$ cat src/verilog/smc_pkg.sv
// shared constants for the sleep mode controller
package smc_pkg;
    localparam int unsigned ADDR_W       = 8;
    localparam int unsigned DATA_W       = 8;
    // register addresses (sleep control printed, mcu control chosen)
    localparam logic [7:0] SLEEP_CTRL_ADDR = 8'h33;
    localparam logic [7:0] MCU_CTRL_ADDR   = 8'h35;
    localparam logic [7:0] STATUS_ADDR     = 8'h36;
    // field positions
    localparam int unsigned ARM_BIT      = 0;
    localparam int unsigned MODE_LSB     = 1;
    localparam int unsigned MODE_MSB     = 3;
    localparam int unsigned BOD_OFF_BIT  = 6;
    localparam int unsigned BOD_EN_BIT   = 5;
    localparam logic [7:0] REG_RESET     = 8'h00;
    // sleep mode codes
    localparam logic [2:0] MODE_IDLE     = 3'h0;
    localparam logic [2:0] MODE_NOISE    = 3'h1;
    localparam logic [2:0] MODE_PDOWN    = 3'h2;
    localparam logic [2:0] MODE_PSAVE    = 3'h3;
    localparam logic [2:0] MODE_STBY     = 3'h6;
    localparam logic [2:0] MODE_XSTBY    = 3'h7;
    // timing
    localparam int unsigned CLK_NS       = 50;
    localparam int unsigned HALT_CYC     = 4;
    localparam int unsigned STBY_CYC     = 6;
    localparam int unsigned BOD_WAKE_US  = 60;
    localparam int unsigned BOD_WAKE_CYC = (BOD_WAKE_US * 1000 + CLK_NS - 1) / CLK_NS;
    localparam int unsigned TIMED_CYC    = 4;
    localparam int unsigned CNT_W        = 16;
    // wake source bit positions
    localparam int unsigned WK_ADC       = 0;
    localparam int unsigned WK_WDT       = 1;
    localparam int unsigned WK_TWI       = 2;
    localparam int unsigned WK_TMR2      = 3;
    localparam int unsigned WK_SPM       = 4;
    localparam int unsigned WK_PCINT     = 5;
    localparam int unsigned WK_OTHER     = 6;
    localparam int unsigned WK_N         = 7;
    typedef enum logic [4:0] {
        SMC_RUN   = 5'h01,
        SMC_SLEEP = 5'h02,
        SMC_START = 5'h04,
        SMC_HALT  = 5'h08,
        SMC_RSTW  = 5'h10
    } smc_state_t;
endpackage

$ cat src/verilog/smc_sleep_ctrl.sv
// sleep mode controller: mode decode, clock gating, wake qualification
//
// Chosen here: the placing of the registers and the plain strobed port.
module smc_sleep_ctrl
    import smc_pkg::*;
#(
    parameter int unsigned STARTUP_CYC  = 16,
    parameter int unsigned BOD_WAKE_LEN = BOD_WAKE_CYC
)(
    // clock and reset
    input  wire logic                     CLK_SYS,
    input  wire logic                     NRST,
    // register port
    input  wire logic [smc_pkg::ADDR_W-1:0] ADDR,
    input  wire logic [smc_pkg::DATA_W-1:0] WDATA,
    input  wire logic                     WR,
    input  wire logic                     RD,
    output logic      [smc_pkg::DATA_W-1:0] RDATA,
    // core side
    input  wire logic                     SLEEP_INSTR,
    input  wire logic                     SYS_RESET_REQ,
    output logic                          CORE_HALT,
    output logic                          WAKE_TO_VECTOR,
    output logic                          WAKE_IRQ,
    // wake sources
    input  wire logic [smc_pkg::WK_N-1:0] WAKE_SRC,
    input  wire logic                     EXT_IRQ_ZERO,
    input  wire logic                     EXT_IRQ_ONE,
    input  wire logic                     EXT_IRQ_ZERO_LEVEL,
    input  wire logic                     EXT_IRQ_ONE_LEVEL,
    input  wire logic                     ASYNC_TIMER_ASYNC,
    input  wire logic                     CRYSTAL_CLOCK,
    input  wire logic                     CONVERTER_ENABLED,
    // clock domain enables
    output logic                          CORE_CLOCK_EN,
    output logic                          FLASH_CLOCK_EN,
    output logic                          IO_CLOCK_EN,
    output logic                          CONVERTER_CLOCK_EN,
    output logic                          ASYNC_TIMER_CLOCK_EN,
    output logic                          MAIN_OSC_EN,
    output logic                          TIMER_OSC_EN,
    output logic                          BROWNOUT_EN,
    output logic                          CONVERSION_START
);
    import smc_pkg::*;

    smc_state_t             state;
    smc_state_t             next_state;
    logic [3:0]             sleep_ctrl;
    logic                   bod_off;
    logic [CNT_W-1:0]       cnt;
    logic [CNT_W-1:0]       next_cnt;
    logic [2:0]             timed_cnt;
    logic [2:0]             mode_q;
    logic                   bod_was_off;
    logic                   irq_pending;

    function automatic logic [CNT_W-1:0] cyc(input int unsigned n);
        cyc = CNT_W'(n);
    endfunction

    wire [2:0] mode     = sleep_ctrl[MODE_MSB:MODE_LSB];
    wire       arm      = sleep_ctrl[ARM_BIT];
    wire       wr_sleep = WR && (ADDR == SLEEP_CTRL_ADDR);
    wire       wr_mcu   = WR && (ADDR == MCU_CTRL_ADDR);
    wire       asleep   = (state == SMC_SLEEP);
    wire       m_idle   = (mode_q == MODE_IDLE);
    wire       m_noise  = (mode_q == MODE_NOISE);
    wire       m_pdown  = (mode_q == MODE_PDOWN);
    wire       m_psave  = (mode_q == MODE_PSAVE);
    // standby codes only count with a crystal; otherwise clocks fall back to power-down, and extended standby keeps its timer wake
    wire       m_stby   = (mode_q == MODE_STBY) && CRYSTAL_CLOCK;
    wire       m_xstby  = (mode_q == MODE_XSTBY) && CRYSTAL_CLOCK;
    wire       m_deep   = m_pdown || m_psave || m_stby || m_xstby
                          || (mode_q == MODE_STBY) || (mode_q == MODE_XSTBY);
    wire       asy_ok   = ASYNC_TIMER_ASYNC;

    wire       enter    = (state == SMC_RUN) && SLEEP_INSTR && arm;

    // edge irqs only wake from idle
    wire ext_wake = (EXT_IRQ_ZERO && (m_idle || EXT_IRQ_ZERO_LEVEL))
                  || (EXT_IRQ_ONE && (m_idle || EXT_IRQ_ONE_LEVEL));
    wire wake_idle  = m_idle && (|WAKE_SRC);
    wire wake_noise = m_noise && (WAKE_SRC[WK_ADC] || WAKE_SRC[WK_WDT] || WAKE_SRC[WK_TWI]
                      || (WAKE_SRC[WK_TMR2] && asy_ok) || WAKE_SRC[WK_SPM]
                      || WAKE_SRC[WK_PCINT]);
    wire wake_deep  = m_deep && (WAKE_SRC[WK_WDT] || WAKE_SRC[WK_TWI] || WAKE_SRC[WK_PCINT]);
    wire wake_tmr   = (m_psave || (mode_q == MODE_XSTBY)) && WAKE_SRC[WK_TMR2] && asy_ok;
    wire wake_any   = ext_wake || wake_idle || wake_noise || wake_deep || wake_tmr;

    wire bod_eligible = m_deep;

    wire [CNT_W-1:0] start_len =
        (m_stby || m_xstby) ? cyc(STBY_CYC) :
        (m_deep)            ? cyc(STARTUP_CYC) :
                              cyc(1);
    wire [CNT_W-1:0] wake_len =
        (bod_was_off && (start_len < cyc(BOD_WAKE_LEN))) ? cyc(BOD_WAKE_LEN) : start_len;

    always_comb
    begin
        next_state = state;
        next_cnt   = (cnt != '0) ? cnt - cyc(1) : cnt;
        unique case (state)
            SMC_RUN:
                if (enter)
                begin
                    next_state = SMC_SLEEP;
                end
            SMC_SLEEP:
                if (SYS_RESET_REQ)
                begin
                    next_state = SMC_RSTW;
                    next_cnt   = wake_len;
                end
                else if (wake_any)
                begin
                    next_state = SMC_START;
                    next_cnt   = wake_len;
                end
            SMC_START:
                if (cnt == cyc(1))
                begin
                    next_state = SMC_HALT;
                    next_cnt   = cyc(HALT_CYC);
                end
            SMC_HALT:
                if (cnt == cyc(1))
                begin
                    next_state = SMC_RUN;
                end
            SMC_RSTW:
                if (cnt == cyc(1))
                begin
                    next_state = SMC_RUN;
                end
        endcase
    end

    always_ff @(posedge CLK_SYS or negedge NRST)
    begin
        if (!NRST)
        begin
            state <= SMC_RUN;
            cnt   <= '0;
        end
        else
        begin
            state <= next_state;
            cnt   <= next_cnt;
        end
    end

    always_ff @(posedge CLK_SYS or negedge NRST)
    begin
        if (!NRST)
        begin
            sleep_ctrl <= REG_RESET[3:0];
        end
        else if (wr_sleep)
        begin
            sleep_ctrl <= WDATA[MODE_MSB:ARM_BIT];
        end
    end

    // enable bit opens a short window for the detector bit
    always_ff @(posedge CLK_SYS or negedge NRST)
    begin
        if (!NRST)
        begin
            timed_cnt <= '0;
        end
        else if (wr_mcu && WDATA[BOD_EN_BIT] && !WDATA[BOD_OFF_BIT])
        begin
            timed_cnt <= 3'(TIMED_CYC);
        end
        else if (timed_cnt != '0)
        begin
            timed_cnt <= timed_cnt - 3'h1;
        end
    end
    always_ff @(posedge CLK_SYS or negedge NRST)
    begin
        if (!NRST)
        begin
            bod_off <= 1'b0;
        end
        else if (wr_mcu && (timed_cnt != '0))
        begin
            bod_off <= WDATA[BOD_OFF_BIT];
        end
    end
    // mode latched at entry so a later write cannot change a running sleep
    always_ff @(posedge CLK_SYS or negedge NRST)
    begin
        if (!NRST)
        begin
            mode_q      <= MODE_IDLE;
            bod_was_off <= 1'b0;
        end
        else if (enter)
        begin
            mode_q      <= mode;
            bod_was_off <= 1'b0;
        end
        else if (asleep && bod_off && bod_eligible)
        begin
            bod_was_off <= 1'b1;
        end
    end
    // interrupt wake marker, cleared when core resumes
    always_ff @(posedge CLK_SYS or negedge NRST)
    begin
        if (!NRST)
        begin
            irq_pending <= 1'b0;
        end
        else if (asleep && !SYS_RESET_REQ && wake_any)
        begin
            irq_pending <= 1'b1;
        end
        else if (state == SMC_RUN)
        begin
            irq_pending <= 1'b0;
        end
    end
    // no memory write path exists; core just stays halted
    wire stopped = asleep || (state == SMC_START);
    always_ff @(posedge CLK_SYS or negedge NRST)
    begin
        if (!NRST)
        begin
            CORE_CLOCK_EN        <= 1'b1;
            FLASH_CLOCK_EN       <= 1'b1;
            IO_CLOCK_EN          <= 1'b1;
            CONVERTER_CLOCK_EN   <= 1'b1;
            ASYNC_TIMER_CLOCK_EN <= 1'b1;
            MAIN_OSC_EN          <= 1'b1;
            TIMER_OSC_EN         <= 1'b1;
            BROWNOUT_EN          <= 1'b1;
        end
        else
        begin
            CORE_CLOCK_EN        <= (next_state == SMC_RUN);
            FLASH_CLOCK_EN       <= (next_state == SMC_RUN);
            IO_CLOCK_EN          <= !(stopped && !m_idle);
            CONVERTER_CLOCK_EN   <= !(stopped && !m_idle && !m_noise);
            ASYNC_TIMER_CLOCK_EN <= !stopped || m_idle
                                    || ((m_noise || m_psave || m_xstby) && asy_ok);
            MAIN_OSC_EN          <= !stopped || m_idle || m_noise || m_stby || m_xstby;
            TIMER_OSC_EN         <= !stopped || ((m_idle || m_noise || m_psave || m_xstby)
                                    && asy_ok);
            BROWNOUT_EN          <= !(asleep && (next_state == SMC_SLEEP)
                                    && bod_off && bod_eligible);
        end
    end

    wire [DATA_W-1:0] rd_word =
        !RD                       ? '0 :
        (ADDR == SLEEP_CTRL_ADDR) ? {4'h0, sleep_ctrl} :
        (ADDR == MCU_CTRL_ADDR)   ? (8'h01 << BOD_OFF_BIT) & {8{bod_off}} :
        (ADDR == STATUS_ADDR)     ? {3'h0, state} :
                                    '0;
    always_ff @(posedge CLK_SYS or negedge NRST)
    begin
        if (!NRST)
        begin
            CONVERSION_START <= 1'b0;
            WAKE_IRQ         <= 1'b0;
            WAKE_TO_VECTOR   <= 1'b0;
            RDATA            <= '0;
        end
        else
        begin
            CONVERSION_START <= enter && CONVERTER_ENABLED
                                && ((mode == MODE_IDLE) || (mode == MODE_NOISE));
            WAKE_IRQ         <= (state == SMC_HALT) && (next_state == SMC_RUN) && irq_pending;
            WAKE_TO_VECTOR   <= (state == SMC_RSTW) && (next_state == SMC_RUN);
            RDATA            <= rd_word;
        end
    end

    assign CORE_HALT = (state != SMC_RUN);
endmodule

$ cat config.mk
export PLATFORM = sky130hd
export DESIGN_NAME = smc_sleep_ctrl
export DESIGN_NICKNAME = d
export VERILOG_FILES = /design/src/verilog/smc_pkg.sv /design/src/verilog/smc_sleep_ctrl.sv
export SDC_FILE = /design/constraint.sdc
export NUM_CORES = 1
export LEC_CHECK = 0
export BUFFER_PORTS_ARGS = -buffer_cell sky130_fd_sc_hd__buf_2
export CAP_MARGIN = 20
export CORE_ASPECT_RATIO = 1.5
export CORE_MARGIN = 4
export CORE_UTILIZATION = 25
export DETAILED_ROUTE_END_ITERATION = 6
export PLACE_DENSITY = 0.54
export REMOVE_ABC_BUFFERS = 1
export SLEW_MARGIN = 20
export SYNTH_ARGS = -nofsm -noshare
export SYNTH_HDL_FRONTEND = slang
export SYNTH_SLANG_ARGS = --single-unit
$ cat constraint.sdc
create_clock -name CLK_SYS -period 2.45 [get_ports CLK_SYS]
set_input_delay 0.49 -clock CLK_SYS [delete_from_list [all_inputs] [get_ports CLK_SYS]]
set_output_delay 0.49 -clock CLK_SYS [all_outputs]
set_load 0.01 [all_outputs]
# Word level (Yosys, flattened, before mapping)
# Cells that the tools add are included.
[word_totals]
regBits = 51
out_inout_bits = 20
[classes]
n_addsub = 2
n_lt_le_gt_ge = 1
n_eq_ne = 18
n_mux = 24
reduce_logical = 85
[ops]
columns = ["operator", "count"]
rows = [
  ["16-bit two-way mux", 4],
  ["5-bit two-way mux", 8],
  ["1-bit logical AND", 34],
  ["1-bit logical OR", 34],
  ["16-bit one-hot mux with 2 select lines", 1],
  ["8-bit by 6-bit equality test with 1-bit output, second input constant", 3],
  ["7-bit two-way mux", 3],
  ["5-bit one-hot mux with 4 select lines", 1],
  ["16-bit by 1-bit equality test with 1-bit output, second input constant", 1],
  ["16-bit nonzero test", 1],
  ["16-bit by 1-bit subtractor with 16-bit output, second input constant", 1],
  ["5-bit by 11-bit less-than comparator with 1-bit output, second input constant", 1],
  ["11-bit two-way mux", 1],
  ["5-bit by 1-bit equality test with 1-bit output, second input constant", 2],
  ["5-bit by 2-bit equality test with 1-bit output, second input constant", 2],
  ["1-bit zero test", 8],
  ["7-bit OR reduction", 1],
  ["3-bit by 1-bit equality test with 1-bit output, second input constant", 2],
  ["3-bit by 2-bit equality test with 1-bit output, second input constant", 2],
  ["3-bit equality test, second input constant", 2],
  ["3-bit zero test", 2],
  ["3-bit two-way mux", 2],
  ["2-bit nonzero test", 3],
  ["5-bit by 3-bit equality test with 1-bit output, second input constant", 1],
  ["7 further kinds", 10],
]

# Depth between registers and ports, before layout
# Gate-level depths: netlist (run 1).
[logic_depth]
depth_word = 17
depth_mapped = 8
mapped_depth_nobuf = 8

# Worst setup path after synthesis (run 1)
# No wires, ideal clock.
[synth_path]
path_kind = "reg2reg"
start = "register cnt[2]"
end = "register WAKE_IRQ"
arrival_time_ns = 2.213
required_time_ns = 2.382
path_slack_ns = 0.169
path_stages_with_launch = 7
synth_period_minus_slack_ns = 2.281
cell_sequence = "dfrtp_1 or4_4 nor4_4 nand2_2 a221o_1 a221oi_2 and4bb_1"
[synth_via]
elab_chain_len = 6
elab_cells_between_ends = 7
cone_classes = "eq/ne: 2; mux: 3; reduce/logical: 2"
[synth_rtl]
columns = ["element", "line_no", "text"]
rows = [
  ["start, declared", "smc_sleep_ctrl.sv:51", "logic [CNT_W-1:0] cnt;"],
  ["start signal, assigned", "smc_sleep_ctrl.sv:150", "cnt <= next_cnt;"],
  ["16-bit by 1-bit equality test with 1-bit output *", "smc_sleep_ctrl.sv:122, smc_sleep_ctrl.sv:128, smc_sleep_ctrl.sv:133", ""],
  ["5-bit two-way mux, on equally long branches", "smc_sleep_ctrl.sv:128, smc_sleep_ctrl.sv:133, smc_sleep_ctrl.sv:122", ""],
  ["5-bit one-hot mux with 4 select lines *", "smc_sleep_ctrl.sv:104", "unique case (state)"],
  ["5-bit by 1-bit equality test with 1-bit output *", "smc_sleep_ctrl.sv:277", "WAKE_IRQ <= (state == SMC_HALT) && (next_state == SMC_RUN) && irq_pending;"],
  ["1-bit logical AND * (2 in a row)", "smc_sleep_ctrl.sv:277", ""],
  ["end signal, assigned", "smc_sleep_ctrl.sv:277", ""],
  ["end, declared", "smc_sleep_ctrl.sv:24", "output logic WAKE_IRQ,"],
]
# Mark *: on every way between the ends. The rest lies on a longest branch, timed or not.
# A chain may end at the register's enable or synchronous reset.

# Final worst setup path (run 1)
# Ends and elaborated chain as after synthesis.

==> impl_metrics.py, run 1 <==
metrics = {
    "place": {
        "io_buffer_count": 51,
        "hpwlAfterDp_um": 4894,
        "gp_congestion": 0.8384,
    },
    "route": {
        "wl_um": 6142,
        "via_per_inst": 4.812,
        "firstDrtPassIters": 4,
        "drt_iter0_drc": 70,
        "via_count": 2098,
        "drc_errors": 0,
        "ant_nets": 0,
        "wire_per_inst_um": 14.09,
    },
    "logic_synthesis": {
        "synthesis.area_sq_mm": 0.002591,
        "ys_ff_latch": 50,
        "synthArstFlopShare": 1.000,
        "yosys_warnings": 0,
        "yosysSeqAreaShare": 0.4867,
        "synth-edff-count": 0,
        "netlist_top_cells_area": "dfrtp_1 41%, dfstp_2 8.1%, mux2_2 3.9%",
        "netlist.area_leader.share": 0.4056,
        "synth_area_per_cell_sq_um": 10.20,
        "synth_flop_cell": "dfrtp_1",
        "yosysUniqueCellTypes": 56,
        "synth_top_cell_by_area": "dfrtp_1",
        "synthCells": 254,
    },
    "clock_network": {
        "clock-sinks": 50,
        "htree_num_levels": 2,
        "cts.clk_slew.worst_paths_ns": 0.06,
        "clk_latency_ns": 0.29,
        "clock_path_buffers": 2,
        "cts_tree": "done",
        "cts_root_buffer": "clkbuf_16",
        "numCtsBuffers": 5,
    },
    "die": {
        "dieArea_sq_mm": 0.01209,
        "fp-row-count": 45,
        "core-area_sq_mm": 0.01013,
        "ios": 56,
        "die_h_um": 132.7,
        "die_w_um": 91.13,
        "start_util": 0.2557,
    },
    "flow_run": {
        "drv.max_cap_violation_count": 0,
    },
    "finish": {
        "layout_common_cells": "51 x buf_2, 42 x dfrtp_1, 27 x nor2_1, 16 x nand2_1, 16 x buf_4",
        "n_fill_cell": 1068,
        "drive_above_1_share": 0.3229,
        "layout_commonest_cell": "buf_2",
        "fin_nets": 359,
        "area_delta_synth_final_pct": 25.35,
        "num_antenna_cells": 0,
    },
    "global_route": {
        "grt.total_usage": 0.1077,
        "antenna_found_initial": 0,
        "grt_pass1_vias": 2180,
        "grt_max_degree": 27,
        "grt_overflow": 0,
        "grt_pass1_wl_um": 10460,
    },
    "sta": {
        "rsz0062_at_grt": "false",
        "hold_viol_final": 0,
        "clock.fmax_mhz": 428.8,
        "finalSetupViolCount": 0,
        "slew_headroom": 0.5841,
        "holdWs_ns": 0.2134,
        "tns_ns": 0,
        "period_minus_slack_ns": 2.332,
        "tightest_slew_ns": 0.6238,
        "slew_violations": 0,
        "post-route-period-util": 0.9518,
        "clock_skew_ns": 0.006325,
    },
    "critical_path": {
        "cp_cell_sequence": "or4_4 -> nor4_4 -> nand2_2 -> a221o_1 -> a221oi_2 -> and4bb_1",
        "critPathKind": "reg2reg",
        "reg2regPathDepth": 6,
        "cp_num_buf_inv": 0,
        "startpoint_type": "register",
        "required_ns": 2.67,
        "cp_slowest_cell": "or4_4",
        "cp.arrival_ns": 2.56,
        "rrSetupSlack_ns": 0.12,
        "cp_top_family": "simple AND/OR/NAND/NOR gates",
        "regToRegStartpoint": "cnt[2]",
        "crit_fanout": 3,
        "cp_slowest_stage_delay_ns": 0.57,
        "worstSetupEndpointType": "register",
        "reg2reg_to": "WAKE_IRQ",
    },
    "pwr": {
        "powerDensity_mw_per_mm2": 567.2,
        "vdd_drop_max_uv": 420.6,
        "power_switching_uw": 409.7,
        "p_seq_frac": 0.475,
        "p_comb_frac": 0.103,
        "switching_share": 0.2224,
        "leakagePower_uw": 0.001453,
        "pwr-share-clk": 0.422,
        "p_int_uw": 1433,
    },
    "worst_hold_path": {
        "hp-class": "in2async",
    },
    "outcome": {
        "outcome": "finished, final reports clean",
    },
}
## repair_timing
item / 4_1_cts / 5_1_grt
hold buffers: 0 / 0
gates resized for setup: 0 / 3
endpoints found under the setup margin: 0 / 2
buffers inserted: 0 / 2
## worst max-delay path by stage
stage                start  slack, ns  cells after the start  endpoint
finish              cnt[2]       0.12                      6  WAKE_IRQ
global route        cnt[2]      0.007                      6  WAKE_IRQ
CTS                 cnt[3]       0.05                      6  WAKE_IRQ
detailed placement  cnt[3]       0.08                      6  WAKE_IRQ
global placement    cnt[3]       0.09                      6  WAKE_IRQ
floorplan           cnt[2]       0.13                      5    cnt[0]
## synth_stat cells, drive strengths merged, types with 3 or more instances
library cell   n
nand4          4
a21oi          4
xnor2         10
inv           10
or4            3
nor4          11
o211ai         4
nor3           9
mux2           9
nand3          6
xor2           7
o21ai         12
buf            4
clkbuf         7
nand2b         6
nand2         17
dfstp          8
or2            3
a22oi          5
nor2          27
nor3b          4
dfrtp         42
ha             5
## flip-flops by register name (all words and copies together), names as in the netlist
| signal | cells |
|---|---|
| WAKE_TO_VECTOR | 1 |
| CONVERTER_CLOCK_EN | 1 |
| MAIN_OSC_EN | 1 |
| ASYNC_TIMER_CLOCK_EN | 1 |
| bod_off | 1 |
| TIMER_OSC_EN | 1 |
| bod_was_off | 1 |
| state | 5 |
| mode_q | 3 |
| cnt | 16 |
| WAKE_IRQ | 1 |
| timed_cnt | 3 |
| RDATA | 6 |
| IO_CLOCK_EN | 1 |
| CONVERSION_START | 1 |
| irq_pending | 1 |
| sleep_ctrl | 4 |
| BROWNOUT_EN | 1 |
| FLASH_CLOCK_EN | 1 |
## per-layer routing
layer,global-route usage,part of all wire,vias to the layer above
li1,-,-,1038
met1,0.1104,0.36,1005
met2,0.2044,0.57,45
met3,0.02503,0.049,10
met4,0.04698,0.024,0
met5,0,0,-
## power groups by stage
| stage | Combinational [uW] | Clock (uW) | Sequential (uW) |
|---|---|---|---|
| 6_report | 190 | 777 | 875 |
| 5_1_grt | 219 | 832 | 878 |
| 4_1_cts | 195 | 801 | 876 |
| 3_5_place_dp | 195 | 0 | 891 |
| 3_3_place_gp | 182 | 0 | 888 |
| 2_1_floorplan | 120 | 0 | 884 |
## metrics by stage
step                cells  total power, uW  setup WS [ns]  cell area (sq um)  utilization
finish                436             1842         0.1180               3248       0.3205
detailed placement    426             1086        0.07538               3048       0.3007
floorplan             244             1005         0.1262               2541            -
CTS                   434             1872        0.05484               3214       0.3172
global placement      426             1070        0.08944               3048       0.3007
global route          436             1930       0.007413               3248       0.3205
## logic make-up (layout without fill, tap and decap cells)
group                      after synthesis  after routing  synth area share
other                                    1              2          0.001447
DFF                                     50             50            0.4867
muxes                                   10             10           0.04298
xor gates and xnor gates                17             17           0.05746
adders and majority gates                5              5           0.02414
and+or+nand+nor                        104            104            0.2265
buffers and inverters                   21             85           0.03525
AOI/OAI and AO/OA                       46             46            0.1255
## layout make-up
cell class	count	area (sq um)	area share
Clock buffer	6	128.9	0.03968
Clock inverter	2	37.54	0.01156
Inverter	10	37.54	0.01156
Multi-Input combinational cell	184	1261	0.3883
Sequential cell	50	1261	0.3883
Tap cell	117	146.4	0.04507
Timing Repair Buffer	67	375.4	0.1156
(Power assumes the default switching activity.)
==> run 2, diff against run 1 <==
- REMOVE_ABC_BUFFERS: 1 -> unset
- clock period: 2.45 -> 2.5 ns (I/O delays scaled with it)
==> impl_metrics.py, run 2 (synthesis gave the netlist of run 1 again) <==
metrics = {
    "finish": {
        "num_antenna_cells": 0,
        "reg.largest.list": "cnt: 16 flops, RDATA: 6 flops, state: 5 flops",
        "area_delta_synth_final_pct": 26.17,
        "largest_register_ffs": 16,
        "fin_nets": 357,
        "drive_above_1_share": 0.3218,
        "layout_commonest_cell": "buf_2",
        "layout_common_cells": "51 x buf_2, 42 x dfrtp_1, 27 x nor2_1, 16 x nand2_1, 13 x buf_4",
        "fin_area_sq_mm": 0.003269,
        "registers.top_by_ff_count": "cnt",
    },
    "pwr": {
        "leakagePower_uw": 0.001471,
        "powerDensity_mw_per_mm2": 593.4,
        "pwr-share-clk": 0.463,
        "p_seq_frac": 0.442,
        "p_comb_frac": 0.095,
        "totalPowerFinal_uw": 1940,
        "power_switching_uw": 407.6,
        "switching_share": 0.2101,
        "vdd_drop_max_uv": 384.3,
        "p_int_uw": 1533,
    },
    "sta": {
        "period_minus_slack_ns": 2.403,
        "slew_headroom": 0.5325,
        "holdWs_ns": 0.1996,
        "finalSetupViolCount": 0,
        "clock.fmax_mhz": 416.1,
        "clock_skew_ns": 0.009616,
        "post-route-period-util": 0.9613,
        "slew_violations": 0,
        "hold_viol_final": 0,
        "tightest_slew_ns": 0.6997,
    },
    "route": {
        "via_count": 2131,
        "ant_nets": 0,
        "wl_um": 6245,
        "wire_per_inst_um": 14.39,
        "via_per_inst": 4.910,
        "firstDrtPassIters": 4,
        "drc_errors": 0,
        "drt_iter0_drc": 78,
    },
    "global_route": {
        "grt_max_degree": 27,
        "grt_overflow": 0,
        "grt_pass1_wl_um": 10500,
        "antenna_found_initial": 0,
        "grt.total_usage": 0.1080,
        "grt_pass1_vias": 2228,
    },
    "critical_path": {
        "cp_num_buf_inv": 0,
        "critPathKind": "reg2reg",
        "cp_cell_sequence": "or4_4 -> nor4_4 -> nand2_2 -> a221o_1 -> a221oi_2 -> and4bb_1",
        "cp_slowest_cell": "or4_4",
        "crit_fanout": 4,
        "cp_slowest_stage_delay_ns": 0.56,
        "required_ns": 2.72,
        "cp.arrival_ns": 2.63,
        "startpoint_type": "register",
        "worstSetupEndpointType": "register",
        "cp_top_family": "simple AND/OR/NAND/NOR gates",
    },
    "place": {
        "dpl_cell_area_sq_mm": 0.003053,
        "gp_congestion": 0.8128,
        "io_buffer_count": 51,
        "hpwlAfterDp_um": 4958,
    },
    "clock_network": {
        "cts.clk_slew.worst_paths_ns": 0.07,
        "numCtsBuffers": 5,
        "clk_latency_ns": 0.29,
        "cts_root_buffer": "clkbuf_16",
        "htree_num_levels": 2,
        "cts_tree": "done",
        "ctsHoldBuffers": 0,
        "clock-sinks": 50,
        "clock_path_buffers": 2,
    },
    "die": {
        "start_util": 0.2557,
        "dieArea_sq_mm": 0.01209,
        "die_h_um": 132.7,
        "die_w_um": 91.13,
        "core-area_sq_mm": 0.01013,
        "fp-row-count": 45,
        "ios": 56,
    },
    "flow_run": {
        "drv.max_cap_violation_count": 0,
    },
    "outcome": {
        "outcome": "finished, final reports clean",
    },
    "worst_hold_path": {
        "hp-class": "in2async",
    },
}
-- run 2: routing by layer --
| layer | vias up | wire [um] | track usage |
|---|---|---|---|
| met4 | 0 | 200 | 0.05705 |
| met2 | 41 | 3567 | 0.2073 |
| met5 | - | 0 | 0 |
| li1 | 1031 | - | - |
| met1 | 1049 | 2251 | 0.1085 |
| met3 | 10 | 225 | 0.01877 |
-- run 2: final cells by class --
cell class                      count  area (sq um)
Multi-Input combinational cell    184          1252
Clock buffer                        6         138.9
Fill cell                        1065          6865
Tap cell                          117         146.4
Timing Repair Buffer               65         372.9
Sequential cell                    50          1261
Inverter                           10         37.54
Clock inverter                      2         60.06
-- run 2: worst paths after layout --
check                            startpoint              to  slack (ns)  cells after the start
worst max-delay path                 cnt[3]        WAKE_IRQ         0.1                      6
worst min-delay path                   NRST        RDATA[2]        0.20                      1
worst max register to register       cnt[3]        WAKE_IRQ         0.1                      6
worst min register to register  irq_pending     irq_pending        0.48                      1
max in group asynchronous              NRST  FLASH_CLOCK_EN        1.69                      2
min in group CLK_SYS                     RD        RDATA[6]        0.43                      3
-- run 2: power groups by stage --
stage          logic (uW)  clock network, uW  registers (uW)
4_1_cts               188                923             856
6_report              184                899             857
5_1_grt               210                963             861
3_5_place_dp          187                  0             871
3_3_place_gp          180                  0             870
2_1_floorplan         120                  0             867
-- run 2: through the flow --
stage / std cells / utilization / setup WS [ns] / setup TNS [ns]
6_report: 434 / 0.3226 / 0.09674 / 0
5_1_grt: 434 / 0.3226 / -0.0002394 / -0.0002394
4_1_cts: 433 / 0.3209 / 0.05770 / 0
3_5_place_dp: 425 / 0.3012 / 0.05929 / 0
3_3_place_gp: 425 / 0.3012 / 0.1179 / 0
2_1_floorplan: 255 / - / 0.2188 / 0
-- run 2: worst register-to-register path, cell delays in order (launching register included) --
cell and delay [ns]:
dfrtp_1 0.41, or4_4 0.56, nor4_4 0.28, nand2_2 0.12, a221o_1 0.43, a221oi_2 0.30
and4bb_1 0.23
-- run 2: timing repair --
action	4_1_cts	5_1_grt
gates resized for setup	0	2
setup buffers	0	1
endpoints found under the setup margin	0	11
